### src/verilog/touch_panel_pkg.sv
// Constants and types shared by the touch panel readout block
package touch_panel_pkg;
  localparam logic [7:0] OFS_CONTROL_ONE = 8'hC0;
  localparam logic [7:0] OFS_X_HIGH      = 8'hC1;
  localparam logic [7:0] OFS_Y_HIGH      = 8'hC2;
  localparam logic [7:0] OFS_XY_LOW      = 8'hC3;
  localparam logic [7:0] OFS_CONTROL_TWO = 8'hC4;
  localparam logic [7:0] OFS_STATUS      = 8'h0F;

  localparam int BIT_ENABLE      = 7;
  localparam int BIT_SAMPLE_HI   = 6;
  localparam int BIT_SAMPLE_LO   = 4;
  localparam int BIT_WAKE        = 3;
  localparam int BIT_DIV_HI      = 2;
  localparam int BIT_DIV_LO      = 0;
  localparam int BIT_MANUAL      = 7;
  localparam int BIT_PHASE_HI    = 1;
  localparam int BIT_PHASE_LO    = 0;
  localparam int BIT_STAT_EVENT  = 3;

  localparam logic [7:0] RESET_CONTROL_ONE = 8'h00;
  localparam logic [7:0] RESET_CONTROL_TWO = 8'h00;
  localparam logic [9:0] RESET_COORD       = 10'h000;

  localparam int CLK_HZ           = 20_000_000;
  localparam int SETTLE_BASE_NS   = 50_000;
  localparam int SETTLE_BASE_CYC  = (SETTLE_BASE_NS * (CLK_HZ / 1_000_000) + 999) / 1000;
  localparam int ADC_DIV_BASE     = 4;
  localparam int ADC_CONV_TICKS   = 12;

  typedef enum logic [1:0] {
    PHASE_IDLE   = 2'b00,
    PHASE_WAIT   = 2'b01,
    PHASE_LATCHX = 2'b10,
    PHASE_LATCHY = 2'b11
  } phase_e;
endpackage

### src/verilog/adc_link_if.sv
// Request and result signals between the sequencer and the converter
interface adc_link_if;
  logic       start;
  logic       sel_y;
  logic [2:0] div_code;
  logic       done;
  logic [9:0] data;
  modport seq (output start, output sel_y, output div_code, input done, input data);
  modport conv (input start, input sel_y, input div_code, output done, output data);
endinterface

### src/verilog/touch_panel_readout_ctrl.sv
// Touch panel readout: registers, touch sequencer and coordinate latches
// Functional notes
// - Control one bit 7 enables the touch function; resets to zero.
// - Three-bit sample field picks settling wait, 50us doubling up to 6.4ms.
// - After a touch event, sampling waits the settling time first.
// - Wake-up bit 3 with ADC enabled lets a touch leave sleep.
// - ADC clock is system clock divided by 4 doubling up to 512.
// - X high register shows X bits 9:2; reset zero.
// - Y high register shows Y bits 9:2; reset zero.
// - Low register holds X 1:0 in bits 1:0, Y 1:0 in 3:2.
// - Control two bit 7 selects manual sequencing; resets to zero.
// - Manual phase 00 keeps the ADC idle.
// - Manual phase 01 waits for touch; flags interrupt and status bit 3.
// - Manual phase 10 converts and latches X.
// - Manual phase 11 converts and latches Y.
module touch_panel_readout_ctrl #(
  parameter int SETTLE_BASE = touch_panel_pkg::SETTLE_BASE_CYC
) (
  input  wire logic       clk_sys_i,
  input  wire logic       rst_n_i,
  input  wire logic [7:0] addr_i,
  input  wire logic [7:0] wdata_i,
  input  wire logic       wr_i,
  input  wire logic       rd_i,
  output logic      [7:0] rdata_o,
  input  wire logic       touch_i,
  input  wire logic [9:0] sample_i,
  input  wire logic       sleep_i,
  output logic            sel_y_o,
  output logic            touch_irq_o,
  output logic            wake_o
);
  // Wider bases would overflow the settle counter at the longest code
  if (SETTLE_BASE < 1 || SETTLE_BASE > 2047) begin : g_bad_settle
    $error("SETTLE_BASE out of range");
  end

  typedef enum logic [2:0] {
    SEQ_IDLE   = 3'b000,
    SEQ_WAIT   = 3'b001,
    SEQ_SETTLE = 3'b010,
    SEQ_CONV   = 3'b011,
    SEQ_DONE   = 3'b100
  } seq_e;

  adc_link_if lnk ();

  // Panel inputs are asynchronous; two stages before use
  logic       touch_s1;
  logic       touch_s2;
  logic       sleep_s1;
  logic       sleep_s2;
  logic [9:0] sample_s1;
  logic [9:0] sample_s2;
  logic       next_touch_s1;
  logic       next_touch_s2;
  logic       next_sleep_s1;
  logic       next_sleep_s2;
  logic [9:0] next_sample_s1;
  logic [9:0] next_sample_s2;

  always_comb begin
    next_touch_s1  = touch_i;
    next_touch_s2  = touch_s1;
    next_sleep_s1  = sleep_i;
    next_sleep_s2  = sleep_s1;
    next_sample_s1 = sample_i;
    next_sample_s2 = sample_s1;
  end

  always_ff @(posedge clk_sys_i) begin
    if (!rst_n_i) begin
      touch_s1  <= 1'b0;
      touch_s2  <= 1'b0;
      sleep_s1  <= 1'b0;
      sleep_s2  <= 1'b0;
      sample_s1 <= 10'h000;
      sample_s2 <= 10'h000;
    end else begin
      touch_s1  <= next_touch_s1;
      touch_s2  <= next_touch_s2;
      sleep_s1  <= next_sleep_s1;
      sleep_s2  <= next_sleep_s2;
      sample_s1 <= next_sample_s1;
      sample_s2 <= next_sample_s2;
    end
  end

  // Converter samples the synchronised bus, never the raw pins
  // Panel holds the sample steady through a conversion, so the stages settle first
  touch_adc_conv u_conv (
    .clk_sys_i (clk_sys_i),
    .rst_n_i   (rst_n_i),
    .sample_i  (sample_s2),
    .lnk       (lnk)
  );

  logic [7:0]  ctrl_one;
  logic        manual;
  logic [1:0]  phase;
  logic [9:0]  x_coord;
  logic [9:0]  y_coord;
  logic        event_flag;
  logic [7:0]  rdata;
  logic        irq;
  logic        wake;
  seq_e        state;
  logic        conv_y;
  logic [17:0] settle_cnt;
  logic        sel_y;

  logic [7:0]  next_ctrl_one;
  logic        next_manual;
  logic [1:0]  next_phase;
  logic [9:0]  next_x_coord;
  logic [9:0]  next_y_coord;
  logic        next_event_flag;
  logic [7:0]  next_rdata;
  logic        next_irq;
  logic        next_wake;
  seq_e        next_state;
  logic        next_conv_y;
  logic [17:0] next_settle_cnt;
  logic        next_sel_y;
  logic        start;
  logic        enable;
  logic        touch_seen;
  logic [17:0] settle_last;

  assign enable = ctrl_one[touch_panel_pkg::BIT_ENABLE];

  always_comb begin
    settle_last = 18'((SETTLE_BASE << ctrl_one[touch_panel_pkg::BIT_SAMPLE_HI:touch_panel_pkg::BIT_SAMPLE_LO]) - 1);
    touch_seen  = touch_s2;
    next_state      = state;
    next_conv_y     = conv_y;
    next_settle_cnt = settle_cnt;
    next_sel_y      = sel_y;
    next_x_coord    = x_coord;
    next_y_coord    = y_coord;
    next_irq        = 1'b0;
    next_wake       = 1'b0;
    start           = 1'b0;
    case (state)
      SEQ_IDLE: begin
        if (enable && !manual) begin
          next_state = SEQ_WAIT;
        end else if (enable && manual) begin
          case (phase)
            touch_panel_pkg::PHASE_WAIT: next_state = SEQ_WAIT;
            touch_panel_pkg::PHASE_LATCHX: begin
              next_conv_y     = 1'b0;
              next_settle_cnt = 18'h00000;
              next_state      = SEQ_SETTLE;
            end
            touch_panel_pkg::PHASE_LATCHY: begin
              next_conv_y     = 1'b1;
              next_settle_cnt = 18'h00000;
              next_state      = SEQ_SETTLE;
            end
            default: next_state = SEQ_IDLE;
          endcase
        end
      end
      SEQ_WAIT: begin
        if (manual && phase != touch_panel_pkg::PHASE_WAIT) begin
          next_state = SEQ_IDLE;
        end else if (touch_seen) begin
          next_irq        = 1'b1;
          next_wake       = sleep_s2 && ctrl_one[touch_panel_pkg::BIT_WAKE];
          next_conv_y     = 1'b0;
          next_settle_cnt = 18'h00000;
          next_state      = manual ? SEQ_DONE : SEQ_SETTLE;
        end
      end
      SEQ_SETTLE: begin
        next_sel_y = conv_y;
        if (settle_cnt == settle_last) begin
          start      = 1'b1;
          next_state = SEQ_CONV;
        end else begin
          next_settle_cnt = settle_cnt + 18'h00001;
        end
      end
      SEQ_CONV: begin
        if (lnk.done) begin
          // Whole coordinate in one register so high and low never mix
          if (conv_y) begin
            next_y_coord = lnk.data;
          end else begin
            next_x_coord = lnk.data;
          end
          if (!manual && !conv_y) begin
            next_conv_y     = 1'b1;
            next_settle_cnt = 18'h00000;
            next_state      = SEQ_SETTLE;
          end else begin
            next_state = SEQ_DONE;
          end
        end
      end
      SEQ_DONE: begin
        // Manual phases run once; write phase 00, then the phase again, to repeat
        if (!enable || (!manual && !touch_seen) || (manual && phase == touch_panel_pkg::PHASE_IDLE)) begin
          next_state = SEQ_IDLE;
        end
      end
      default: next_state = SEQ_IDLE;
    endcase
    // A conversion in SEQ_CONV finishes so its done pulse is caught; one started in the cycle enable drops loses it
    if (!enable && state != SEQ_CONV) begin
      next_state = SEQ_IDLE;
    end
  end

  assign lnk.start    = start;
  assign lnk.sel_y    = conv_y;
  assign lnk.div_code = ctrl_one[touch_panel_pkg::BIT_DIV_HI:touch_panel_pkg::BIT_DIV_LO];

  always_comb begin
    next_ctrl_one   = ctrl_one;
    next_manual     = manual;
    next_phase      = phase;
    next_event_flag = event_flag;
    next_rdata      = 8'h00;
    if (wr_i) begin
      case (addr_i)
        touch_panel_pkg::OFS_CONTROL_ONE: next_ctrl_one = wdata_i;
        touch_panel_pkg::OFS_CONTROL_TWO: begin
          next_manual = wdata_i[touch_panel_pkg::BIT_MANUAL];
          next_phase  = wdata_i[touch_panel_pkg::BIT_PHASE_HI:touch_panel_pkg::BIT_PHASE_LO];
        end
        touch_panel_pkg::OFS_STATUS: begin
          if (wdata_i[touch_panel_pkg::BIT_STAT_EVENT]) begin
            next_event_flag = 1'b0;
          end
        end
        default: next_event_flag = event_flag;
      endcase
    end
    // Set after clear so a same-cycle event is kept
    if (next_irq) begin
      next_event_flag = 1'b1;
    end
    if (rd_i) begin
      case (addr_i)
        touch_panel_pkg::OFS_CONTROL_ONE: next_rdata = ctrl_one;
        touch_panel_pkg::OFS_X_HIGH:      next_rdata = x_coord[9:2];
        touch_panel_pkg::OFS_Y_HIGH:      next_rdata = y_coord[9:2];
        touch_panel_pkg::OFS_XY_LOW:      next_rdata = {4'h0, y_coord[1:0], x_coord[1:0]};
        touch_panel_pkg::OFS_CONTROL_TWO: next_rdata = {manual, 5'h00, phase};
        touch_panel_pkg::OFS_STATUS:      next_rdata = {4'h0, event_flag, 3'h0};
        default:                          next_rdata = 8'h00;
      endcase
    end
  end

  always_ff @(posedge clk_sys_i) begin
    if (!rst_n_i) begin
      ctrl_one   <= touch_panel_pkg::RESET_CONTROL_ONE;
      manual     <= touch_panel_pkg::RESET_CONTROL_TWO[touch_panel_pkg::BIT_MANUAL];
      phase      <= touch_panel_pkg::RESET_CONTROL_TWO[touch_panel_pkg::BIT_PHASE_HI:touch_panel_pkg::BIT_PHASE_LO];
      event_flag <= 1'b0;
      rdata      <= 8'h00;
    end else begin
      ctrl_one   <= next_ctrl_one;
      manual     <= next_manual;
      phase      <= next_phase;
      event_flag <= next_event_flag;
      rdata      <= next_rdata;
    end
  end

  always_ff @(posedge clk_sys_i) begin
    if (!rst_n_i) begin
      x_coord    <= touch_panel_pkg::RESET_COORD;
      y_coord    <= touch_panel_pkg::RESET_COORD;
      irq        <= 1'b0;
      wake       <= 1'b0;
      state      <= SEQ_IDLE;
      conv_y     <= 1'b0;
      settle_cnt <= 18'h00000;
      sel_y      <= 1'b0;
    end else begin
      x_coord    <= next_x_coord;
      y_coord    <= next_y_coord;
      irq        <= next_irq;
      wake       <= next_wake;
      state      <= next_state;
      conv_y     <= next_conv_y;
      settle_cnt <= next_settle_cnt;
      sel_y      <= next_sel_y;
    end
  end

  assign rdata_o     = rdata;
  assign touch_irq_o = irq;
  assign wake_o      = wake;
  assign sel_y_o     = sel_y;
endmodule

### src/verilog/touch_adc_conv.sv
// Converter pacing: divided ADC clock ticks and sample capture
module touch_adc_conv #(
  parameter int CONV_TICKS = touch_panel_pkg::ADC_CONV_TICKS
) (
  input  wire logic  clk_sys_i,
  input  wire logic  rst_n_i,
  input  wire logic [9:0] sample_i,
  adc_link_if.conv   lnk
);
  if (CONV_TICKS < 1 || CONV_TICKS > 255) begin : g_bad_ticks
    $error("CONV_TICKS out of range");
  end

  logic [9:0] div_cnt;
  logic [7:0] tick_cnt;
  logic       busy;
  logic       done;
  logic [9:0] data;
  logic [9:0] next_div_cnt;
  logic [7:0] next_tick_cnt;
  logic       next_busy;
  logic       next_done;
  logic [9:0] next_data;
  logic [9:0] div_last;

  always_comb begin
    div_last      = 10'((touch_panel_pkg::ADC_DIV_BASE << lnk.div_code) - 1);
    next_div_cnt  = div_cnt;
    next_tick_cnt = tick_cnt;
    next_busy     = busy;
    next_done     = 1'b0;
    next_data     = data;
    if (!busy) begin
      if (lnk.start) begin
        next_busy     = 1'b1;
        next_div_cnt  = 10'h000;
        next_tick_cnt = 8'h00;
      end
    end else if (div_cnt == div_last) begin
      next_div_cnt = 10'h000;
      if (tick_cnt == 8'(CONV_TICKS - 1)) begin
        next_busy = 1'b0;
        next_done = 1'b1;
        next_data = sample_i;
      end else begin
        next_tick_cnt = tick_cnt + 8'h01;
      end
    end else begin
      next_div_cnt = div_cnt + 10'h001;
    end
  end

  always_ff @(posedge clk_sys_i) begin
    if (!rst_n_i) begin
      div_cnt  <= 10'h000;
      tick_cnt <= 8'h00;
      busy     <= 1'b0;
      done     <= 1'b0;
      data     <= 10'h000;
    end else begin
      div_cnt  <= next_div_cnt;
      tick_cnt <= next_tick_cnt;
      busy     <= next_busy;
      done     <= next_done;
      data     <= next_data;
    end
  end

  assign lnk.done = done;
  assign lnk.data = data;
endmodule

### config.mk
export PLATFORM = sky130hd
export DESIGN_NAME = touch_panel_readout_ctrl
export DESIGN_NICKNAME = d
export VERILOG_FILES = /design/src/verilog/touch_panel_pkg.sv /design/src/verilog/adc_link_if.sv /design/src/verilog/touch_panel_readout_ctrl.sv /design/src/verilog/touch_adc_conv.sv
export SDC_FILE = /design/constraint.sdc
export NUM_CORES = 1
export LEC_CHECK = 0
export ABC_CLOCK_PERIOD_IN_PS = 4100
export BUFFER_PORTS_ARGS = -buffer_cell sky130_fd_sc_hd__buf_2
export CELL_PAD_IN_SITES_DETAIL_PLACEMENT = 0
export CELL_PAD_IN_SITES_GLOBAL_PLACEMENT = 1
export CORE_AREA = 5 5 106 133
export DETAILED_ROUTE_END_ITERATION = 6
export DIE_AREA = 0 0 111 138
export PLACE_DENSITY_LB_ADDON = 0.1
export SETUP_SLACK_MARGIN = 0.2
export SLEW_MARGIN = 5
export SYNTH_ARGS = -nofsm -noshare
export SYNTH_HDL_FRONTEND = slang
export SYNTH_SLANG_ARGS = --single-unit
### constraint.sdc
create_clock -name clk_sys_i -period 4.1 [get_ports clk_sys_i]
set_input_delay 0.82 -clock clk_sys_i [delete_from_list [all_inputs] [get_ports clk_sys_i]]
set_output_delay 0.82 -clock clk_sys_i [all_outputs]
set_load 0.03 [all_outputs]
==> flow_summary.yaml, run 1 <==
hold_path:
  holdPathStages: 1
  min-delay-start: "next_sample_s2[4]"
  worstHoldPathType: "reg -> reg"
  holdPathEnd: "sample_s2[4]"
drt:
  drc: 0
  routedWlPerCell_um: 16.0
  via_count: 4783
  drt_iter0_drc: 299
  vias_per_cell: 5.55
  firstDrtPassIters: 5
  ant_nets: 0
  drt-total-wl_mm: 13.8
worst_setup_path:
  cp.arrival_ns: 3.80
  critPathMaxFanout: 12
  endpoint_kind: "flop"
  reg2regPathDepth: 10
  reg2reg_from: "ctrl_one[0]"
  r2r_end: "u_conv.tick_cnt[6]"
  r2r_setup_slack_ns: 0.63
  critPathLaunchType: "flop"
  criticalPathCategory: "reg -> reg"
  crit_required_ns: 4.43
timing:
  fmax_ghz: 0.288
  fin_crit_ns: 3.47
  final-setup-viol-count: 0
  hold_viol_final: 0
  timing.setup.tns_ns: 0
  slew_headroom_pct: 26.6
  worst_pin_slew_ns: 1.08
  min_period_over_period_pct: 84.7
  skew_ns: 0.00978
  rsz0062_at_grt: "false"
  slew_viol_final: 0
synthesis:
  ys.flop_type: "dfxtp_1"
  synth-seq-cells: 119
  ys_warn_count: 0
  synth_edf_count: 0
  synth.net_count: 695
  synth_cells: 659
  syn_area_um2: 5600
  synth_cell_types: 65
  syn_area_per_cell_um2: 8.50
  seq_area_frac_synth_pct: 42.5
  synthArstFlopShare_pct: 0
pwr:
  powerDensity_nw_per_um2: 437
  power_switching_mw: 0.620
  p_leak_nw: 2.47
  combinationalPowerShare_pct: 1.9
  p_int_mw: 2.22
  swShare_pct: 21.8
  clkPwrFrac_pct: 56.9
  p_seq_share_pct: 41.2
  peakVddDrop_v: 0.000315
run:
  maxCapViolCount: 0
grt:
  grtUsageTotal_pct: 18.6
  grt_pass1_vias: 4540
  antenna_found_initial: 0
  grt_overflow: 0
  grt_max_degree: 44
  grt_pass1_wl_mm: 23.4
clock_tree:
  numCtsBuffers: 17
  cts_tree: "yes"
  h-tree-depth: 4
  hold_buffers: 0
  insertion_delay_ns: 0.41
  post_cts_buffers: 0
  clock-sinks: 119
  post_cts_resized: 0
  clk_pin_slew_worst_paths_ns: 0.06
  root_buffer: "clkbuf_16"
  clock_path_buffers: 2
cells_and_area:
  nFillCells: 1211
  fin_util_pct: 51.6
  num-nets-final: 717
  drive_gt1_share_pct: 14.0
  multi_input_area_um2: 2960
  n_antenna_cell: 0
  syn_to_final_growth_pct: 16.1
  regArea_um2: 2380
die:
  chipWidth_um: 111
  die_height_um: 138
  start_util_pct: 44.4
  core-area_um2: 12600
  row_count: 46
  io_pins: 43
  die-area_um2: 15300
placed_design:
  place_congestion: 0.804
  dpl.hpwl_mm: 9.83
  port_buffers: 42
status:
  status: "finished clean"
-- synth_stat cells, types with 13 or more instances --
master    number  area share [%]
nand2_1       63             4.2
nand3_1       31             2.8
nor2_1        65             4.4
o21ai_0       35             3.1
a21oi_1       52             4.6
dfxtp_1      119              43
or4_1         13             1.7
and2_1        30             3.4
mux2i_1       28             5.0
clkbuf_1      30             2.0
inv_1         14            0.94
-- layout by cell type (no fill, tap or decap), types with 10 or more instances in the layout --
cell type    n
or4_1       13
dfxtp_1    119
nand3_1     31
o21ai_0     35
o31ai_1     10
and2_1      30
inv_1       14
nor2_1      65
clkbuf_16   17
nand2_1     63
buf_2       42
a21oi_1     52
a31oi_1     10
mux2i_1     28
-- stage by stage --
step                cells  hold slack, ns  setup WS [ns]  total power, mW  instance area [um^2]
detailed placement    830           0.419          0.655             1.25                  5850
global placement      830           0.416          0.719             1.25                  5850
finish                862           0.430          0.629             2.84                  6500
floorplan             659           0.412           1.05             1.22                  5600
CTS                   862           0.433          0.637             2.87                  6500
global route          862           0.447          0.360             2.93                  6500
-- area by class of cell --
class / instances / area share, %
Multi-Input combinational cell: 481 / 45.5
Sequential cell: 119 / 36.7
Clock buffer: 17 / 6.55
Timing Repair Buffer: 47 / 3.81
Clock inverter: 15 / 3.37
Tap cell: 168 / 3.23
Inverter: 15 / 0.866
-- worst max-delay path by stage --
stage / startpoint / end / slack, ns / cells after the start
finish: ctrl_one[0] / u_conv.tick_cnt[6] / 0.63 / 10
floorplan: ctrl_one[1] / u_conv.tick_cnt[6] / 1.05 / 11
CTS: ctrl_one[0] / u_conv.tick_cnt[6] / 0.64 / 10
detailed placement: ctrl_one[0] / u_conv.tick_cnt[6] / 0.65 / 10
global placement: ctrl_one[0] / u_conv.tick_cnt[6] / 0.72 / 10
global route: ctrl_one[0] / u_conv.tick_cnt[6] / 0.36 / 10
-- layer usage --
| metal | GRT usage, % | wire, um | up-vias |
|---|---|---|---|
| li1 | - | - | 2398 |
| met1 | 22.4 | 5870 | 2267 |
| met2 | 32.3 | 7190 | 102 |
| met3 | 4.32 | 579 | 16 |
| met4 | 6.61 | 199 | 0 |
| met5 | 0 | 0 | - |
-- cells by family after synthesis --
| family | after synthesis | share of synthesized area, % |
|---|---|---|
| compound gates | 156 | 18.2 |
| xor+xnor | 18 | 2.82 |
| fa+ha+maj | 4 | 0.894 |
| buf+inv | 59 | 4.74 |
| flops | 119 | 42.5 |
| mux | 29 | 5.21 |
| simple gates | 274 | 25.6 |
-- power groups by stage --
stage                     Clock, mW  Combinational (mW)  Sequential (mW)
after floorplan                   0              0.0299             1.19
after global placement            0              0.0553             1.20
after detailed placement          0              0.0559             1.20
after CTS                      1.64              0.0560             1.17
after global routing           1.70              0.0623             1.17
final                          1.62              0.0548             1.17
-- flip-flops by register name, indices dropped and copies added (netlist names), 3 cells and up --
| register | flops |
|---|---|
| settle_cnt | 18 |
| next_sample_s2 | 10 |
| sample_s2 | 10 |
| u_conv.div_cnt | 10 |
| u_conv.lnk.data | 10 |
| x_coord | 10 |
| y_coord | 10 |
| ctrl_one | 8 |
| rdata_o | 8 |
| u_conv.tick_cnt | 8 |
| state | 3 |
-- critical path, stage by stage, from the launching register on --
cell and delay, ns:
dfxtp_1 0.55, inv_1 0.13, or3_1 0.39, ha_1 0.32, nor2b_1 0.21, a211oi_2 0.30, xnor2_1 0.17, o31ai_4 0.51
nand4_4 0.18, or4_1 0.49, a21oi_1 0.14
(Power assumes the default switching activity.)
==> run 2: changes to the inputs <==
ABC_CLOCK_PERIOD_IN_PS = 3500   (was 4100)
clock period = 3.5 ns   (was 4.1 ns; I/O delays follow)
==> run 2 against run 1 <==
Sequential cell count unchanged; critical endpoint unchanged; count of clock-buffer cells in the layout increased by 2; critical path type unchanged; cell count up 0.93%; highest routed layer unchanged.
==> flow_summary.yaml, run 2 (synthesis results as in run 1) <==
status:
  status: "finished clean"
die:
  core-area_um2: 12600
  row_count: 46
  io_pins: 43
  die-area_um2: 15300
  chipWidth_um: 111
  start_util_pct: 44.4
  die_height_um: 138
worst_setup_path:
  r2r_setup_slack_ns: 0.49
  critPathLaunchType: "flop"
  endpoint_kind: "flop"
  reg2reg_from: "ctrl_one[2]"
  crit_required_ns: 3.84
  reg2regPathDepth: 9
  criticalPathCategory: "reg -> reg"
  cp.arrival_ns: 3.34
  critPathMaxFanout: 15
  r2r_end: "u_conv.tick_cnt[6]"
cells_and_area:
  num-nets-final: 725
  regMostFlops: "settle_cnt"
  largest_reg_flops: 18
  syn_to_final_growth_pct: 17.1
  n_antenna_cell: 0
  drive_gt1_share_pct: 15.2
  mostFrequentLayoutCells: "dfxtp_1, nor2_1, nand2_1"
  nFillCells: 1193
  fin_util_pct: 52.0
  final_common_cell: "dfxtp_1"
  final_cell_area_um2: 6560
  fin_cells: 870
clock_tree:
  numCtsBuffers: 17
  clock-sinks: 119
  clk_pin_slew_worst_paths_ns: 0.06
  cts_tree: "yes"
  root_buffer: "clkbuf_16"
  h-tree-depth: 4
  clock_path_buffers: 2
  hold_buffers: 0
  insertion_delay_ns: 0.41
timing:
  worst_pin_slew_ns: 1.15
  min_period_over_period_pct: 85.9
  worst_slack_ns: 0.494
  slew_headroom_pct: 22.1
  skew_ns: 0.00646
  fmax_ghz: 0.333
  rsz0062_at_grt: "false"
  final-setup-viol-count: 0
  fin_crit_ns: 3.01
  timing.setup.tns_ns: 0
  worst_hold_slack_ns: 0.432
  slew_viol_final: 0
  hold_viol_final: 0
pwr:
  power_switching_mw: 0.689
  power_mw: 3.30
  clkPwrFrac_pct: 56.5
  powerDensity_nw_per_um2: 504
  swShare_pct: 20.9
  p_seq_share_pct: 41.5
  p_leak_nw: 2.50
  combinationalPowerShare_pct: 2.0
  peakVddDrop_v: 0.000516
  p_int_mw: 2.61
grt:
  grt_pass1_vias: 4713
  antenna_found_initial: 0
  grt_max_degree: 26
  grtUsageTotal_pct: 18.3
  grt_pass1_wl_mm: 23.1
  grt_overflow: 0
drt:
  drt-total-wl_mm: 13.8
  firstDrtPassIters: 5
  vias_per_cell: 5.61
  drt_iter0_drc: 378
  ant_nets: 0
  routedWlPerCell_um: 15.9
  via_count: 4883
  drc: 0
hold_path:
  worstHoldPathType: "reg -> reg"
  holdPathStages: 1
  min-delay-start: "next_sample_s2[7]"
  holdPathEnd: "sample_s2[7]"
placed_design:
  dpl.hpwl_mm: 10.0
  dp_slack_ns: 0.353
  dpl.cell_count: 838
  port_buffers: 42
  place_congestion: 0.845
  post_dp_cell_area_um2: 5910
run:
  maxCapViolCount: 0
## run 2: cell count changes in the layout (fill, tap and decap cells not counted), sizes merged
cell and delta:
buf +8, clkinvlp +2, clkinv -4, clkbuf +2
## run 2: worst max-delay path: stages (launching register included)
cell	delay (ns)
dfxtp_2	0.47
or3_1	0.19
ha_1	0.38
or3b_2	0.49
o21ai_0	0.11
xor2_1	0.17
o31ai_4	0.34
nand4_4	0.16
or4_1	0.50
a21oi_1	0.15
## run 2: layer usage
layer	vias up	routed length, um	global-route usage, %
met1	2316	5790	21.0
li1	2432	-	-
met3	26	524	3.71
met4	0	331	8.30
met5	-	0	0
met2	109	7200	32.5
## run 2: area by class of cell
type	count	area, um^2	share of cell area (%)
multi-input cells	481	2960	45.2
inverters	15	56.3	0.858
clock buffers	19	443	6.75
clock inverters	13	193	2.94
well taps	168	210	3.20
flip-flops and latches	119	2380	36.4
repair buffers	55	308	4.69
## run 2: what timing repair did
action | CTS | global route
resized for setup | 0 | 3
endpoints found under the hold margin | 0 | 0
endpoints found under the setup margin | 0 | 18
buffers inserted | 0 | 0
## run 2: worst max-delay path by stage
stage | startpoint | endpoint
6_report | ctrl_one[2] | u_conv.tick_cnt[6]
4_1_cts | ctrl_one[2] | u_conv.tick_cnt[6]
2_1_floorplan | ctrl_one[1] | u_conv.tick_cnt[6]
3_3_place_gp | ctrl_one[2] | u_conv.lnk.data[6]
5_1_grt | ctrl_one[2] | u_conv.tick_cnt[6]
3_5_place_dp | ctrl_one[2] | u_conv.tick_cnt[6]
## run 2: power groups by stage
stage	sequential, mW	clock (mW)	combinational (mW)
2_1_floorplan	1.40	0	0.0351
3_3_place_gp	1.40	0	0.0665
3_5_place_dp	1.40	0	0.0672
4_1_cts	1.37	1.90	0.0673
5_1_grt	1.37	1.97	0.0745
6_report	1.37	1.86	0.0665
==> run 3: changes to the inputs <==
CELL_PAD_IN_SITES_DETAIL_PLACEMENT = 1   (was 0)
==> run 3 against run 2 <==
Sequential cell count is the same; critical path depth is the same; cell area shrank 1.1%; cell count is the same; register-to-register slack lost 0.05 ns; routed wire length grew 11%; clock power shrank 11%; clock skew is essentially flat; non-clock buffer count is the same; largest cell class unchanged.
==> flow_summary.yaml, run 3 (synthesis results as in run 1) <==
cells_and_area:
  n_antenna_cell: 0
  regMostFlops: "settle_cnt"
  mostFrequentLayoutCells: "dfxtp_1, nor2_1, nand2_1"
  largest_reg_flops: 18
  multi_input_area_um2: 2960
  final_cell_area_um2: 6480
  num-nets-final: 725
  nFillCells: 1476
  regArea_um2: 2380
  drive_gt1_share_pct: 15.2
  syn_to_final_growth_pct: 15.8
  final_common_cell: "dfxtp_1"
  fin_cells: 870
die:
  start_util_pct: 44.4
  row_count: 46
  chipWidth_um: 111
  core-area_um2: 12600
  die-area_um2: 15300
  io_pins: 43
  die_height_um: 138
worst_setup_path:
  crit_required_ns: 3.84
  crit_buf_inv: 0
  path_cells: "or3_1 -> ha_1 -> or3b_2 -> o21ai_0 -> xor2_1 -> o31ai_4 -> nand4_4 -> or4_1 -> a21oi_1"
  r2r_end: "u_conv.tick_cnt[6]"
  critPathMaxFanout: 15
  criticalPathCategory: "reg -> reg"
  critPathMaxStageDelay_ns: 0.50
  reg2regPathDepth: 9
  cp.arrival_ns: 3.39
  endpoint_kind: "flop"
  crit_family: "simple AND/OR/NAND/NOR gates"
  r2r_setup_slack_ns: 0.45
  critPathLaunchType: "flop"
  cp.depth: 9
  critPathSlowestCell: "or3b_2"
  reg2reg_from: "ctrl_one[2]"
pwr:
  p_seq_share_pct: 44.4
  powerDensity_nw_per_um2: 477
  power_switching_mw: 0.762
  peakVddDrop_v: 0.000328
  p_int_mw: 2.33
  clkPwrFrac_pct: 53.4
  combinationalPowerShare_pct: 2.2
  swShare_pct: 24.7
  p_leak_nw: 2.47
placed_design:
  dpl.hpwl_mm: 11.3
  dp_slack_ns: 0.287
  dpl.cell_count: 838
  post_dp_cell_area_um2: 5910
  port_buffers: 42
  place_congestion: 0.845
run:
  maxCapViolCount: 0
grt:
  grt_overflow: 0
  grt_pass1_vias: 5291
  grtUsageTotal_pct: 20.7
  grt_pass1_wl_mm: 26.1
  grt_max_degree: 26
  antenna_found_initial: 0
drt:
  drc: 0
  vias_per_cell: 5.68
  via_count: 4940
  drt-total-wl_mm: 15.4
  drt_iter0_drc: 303
  routedWlPerCell_um: 17.6
  ant_nets: 0
  firstDrtPassIters: 4
timing:
  slew_viol_final: 0
  fin_crit_ns: 3.05
  rsz0062_at_grt: "false"
  hold_viol_final: 0
  worst_slack_ns: 0.447
  worst_hold_slack_ns: 0.436
  worst_pin_slew_ns: 1.20
  slew_headroom_pct: 18.9
  timing.setup.tns_ns: 0
  min_period_over_period_pct: 87.2
  skew_ns: 0.00670
  fmax_ghz: 0.328
  final-setup-viol-count: 0
hold_path:
  holdPathEnd: "sample_s2[5]"
  worstHoldPathType: "reg -> reg"
  min-delay-start: "next_sample_s2[5]"
  holdPathStages: 1
clock_tree:
  root_buffer: "clkbuf_16"
  numCtsBuffers: 17
  insertion_delay_ns: 0.42
  clock_path_buffers: 2
  hold_buffers: 0
  clk_pin_slew_worst_paths_ns: 0.06
  cts_tree: "yes"
  clock-sinks: 119
  h-tree-depth: 4
status:
  status: "finished clean"
## run 3: changes by cell type in the layout (fill, tap and decap cells not counted), sizes merged
cell	delta
bufinv	-4
clkbuf	-2
clkinvlp	+1
inv	+5
## run 3: timing repair
action,CTS,global route
hold endpoints to repair,0,0
resized for setup,0,2
endpoints found under the setup margin,0,18
buffers inserted,0,0
## run 3: cell type report
type,count,share of cell area (%)
multi-input cells,481,45.7
flip-flops and latches,119,36.8
clock buffers,17,6.56
repair buffers,55,4.75
well taps,168,3.24
clock inverters,15,2.12
inverters,15,0.868
## run 3: per-layer routing
metal / wire length (um) / GRT usage (%)
met5: 0 / 0
met4: 334 / 8.17
met3: 515 / 3.97
met2: 8470 / 40.0
met1: 6040 / 21.8
## run 3: worst max-delay path by stage
stage | from | end | slack, ns
after floorplan | ctrl_one[1] | u_conv.tick_cnt[6] | 0.45
after global placement | ctrl_one[2] | u_conv.lnk.data[6] | 0.47
after detailed placement | ctrl_one[2] | u_conv.lnk.data[9] | 0.29
after CTS | ctrl_one[2] | u_conv.lnk.data[4] | 0.24
after global routing | ctrl_one[2] | u_conv.tick_cnt[6] | 0.21
final | ctrl_one[2] | u_conv.tick_cnt[6] | 0.45
## run 3: power groups by stage
stage / sequential (mW) / combinational (mW) / clock (mW)
final: 1.37 / 0.0680 / 1.65
after detailed placement: 1.40 / 0.0688 / 0
after floorplan: 1.40 / 0.0351 / 0
after CTS: 1.37 / 0.0693 / 1.67
after global placement: 1.40 / 0.0665 / 0
after global routing: 1.37 / 0.0757 / 1.74
## run 3: metrics by stage
step           total power [mW]  util [%]
2_1_floorplan              1.43         -
6_report                   3.09      51.4
3_3_place_gp               1.47      46.9
3_5_place_dp               1.47      46.9
5_1_grt                    3.18      51.4
4_1_cts                    3.11      51.4
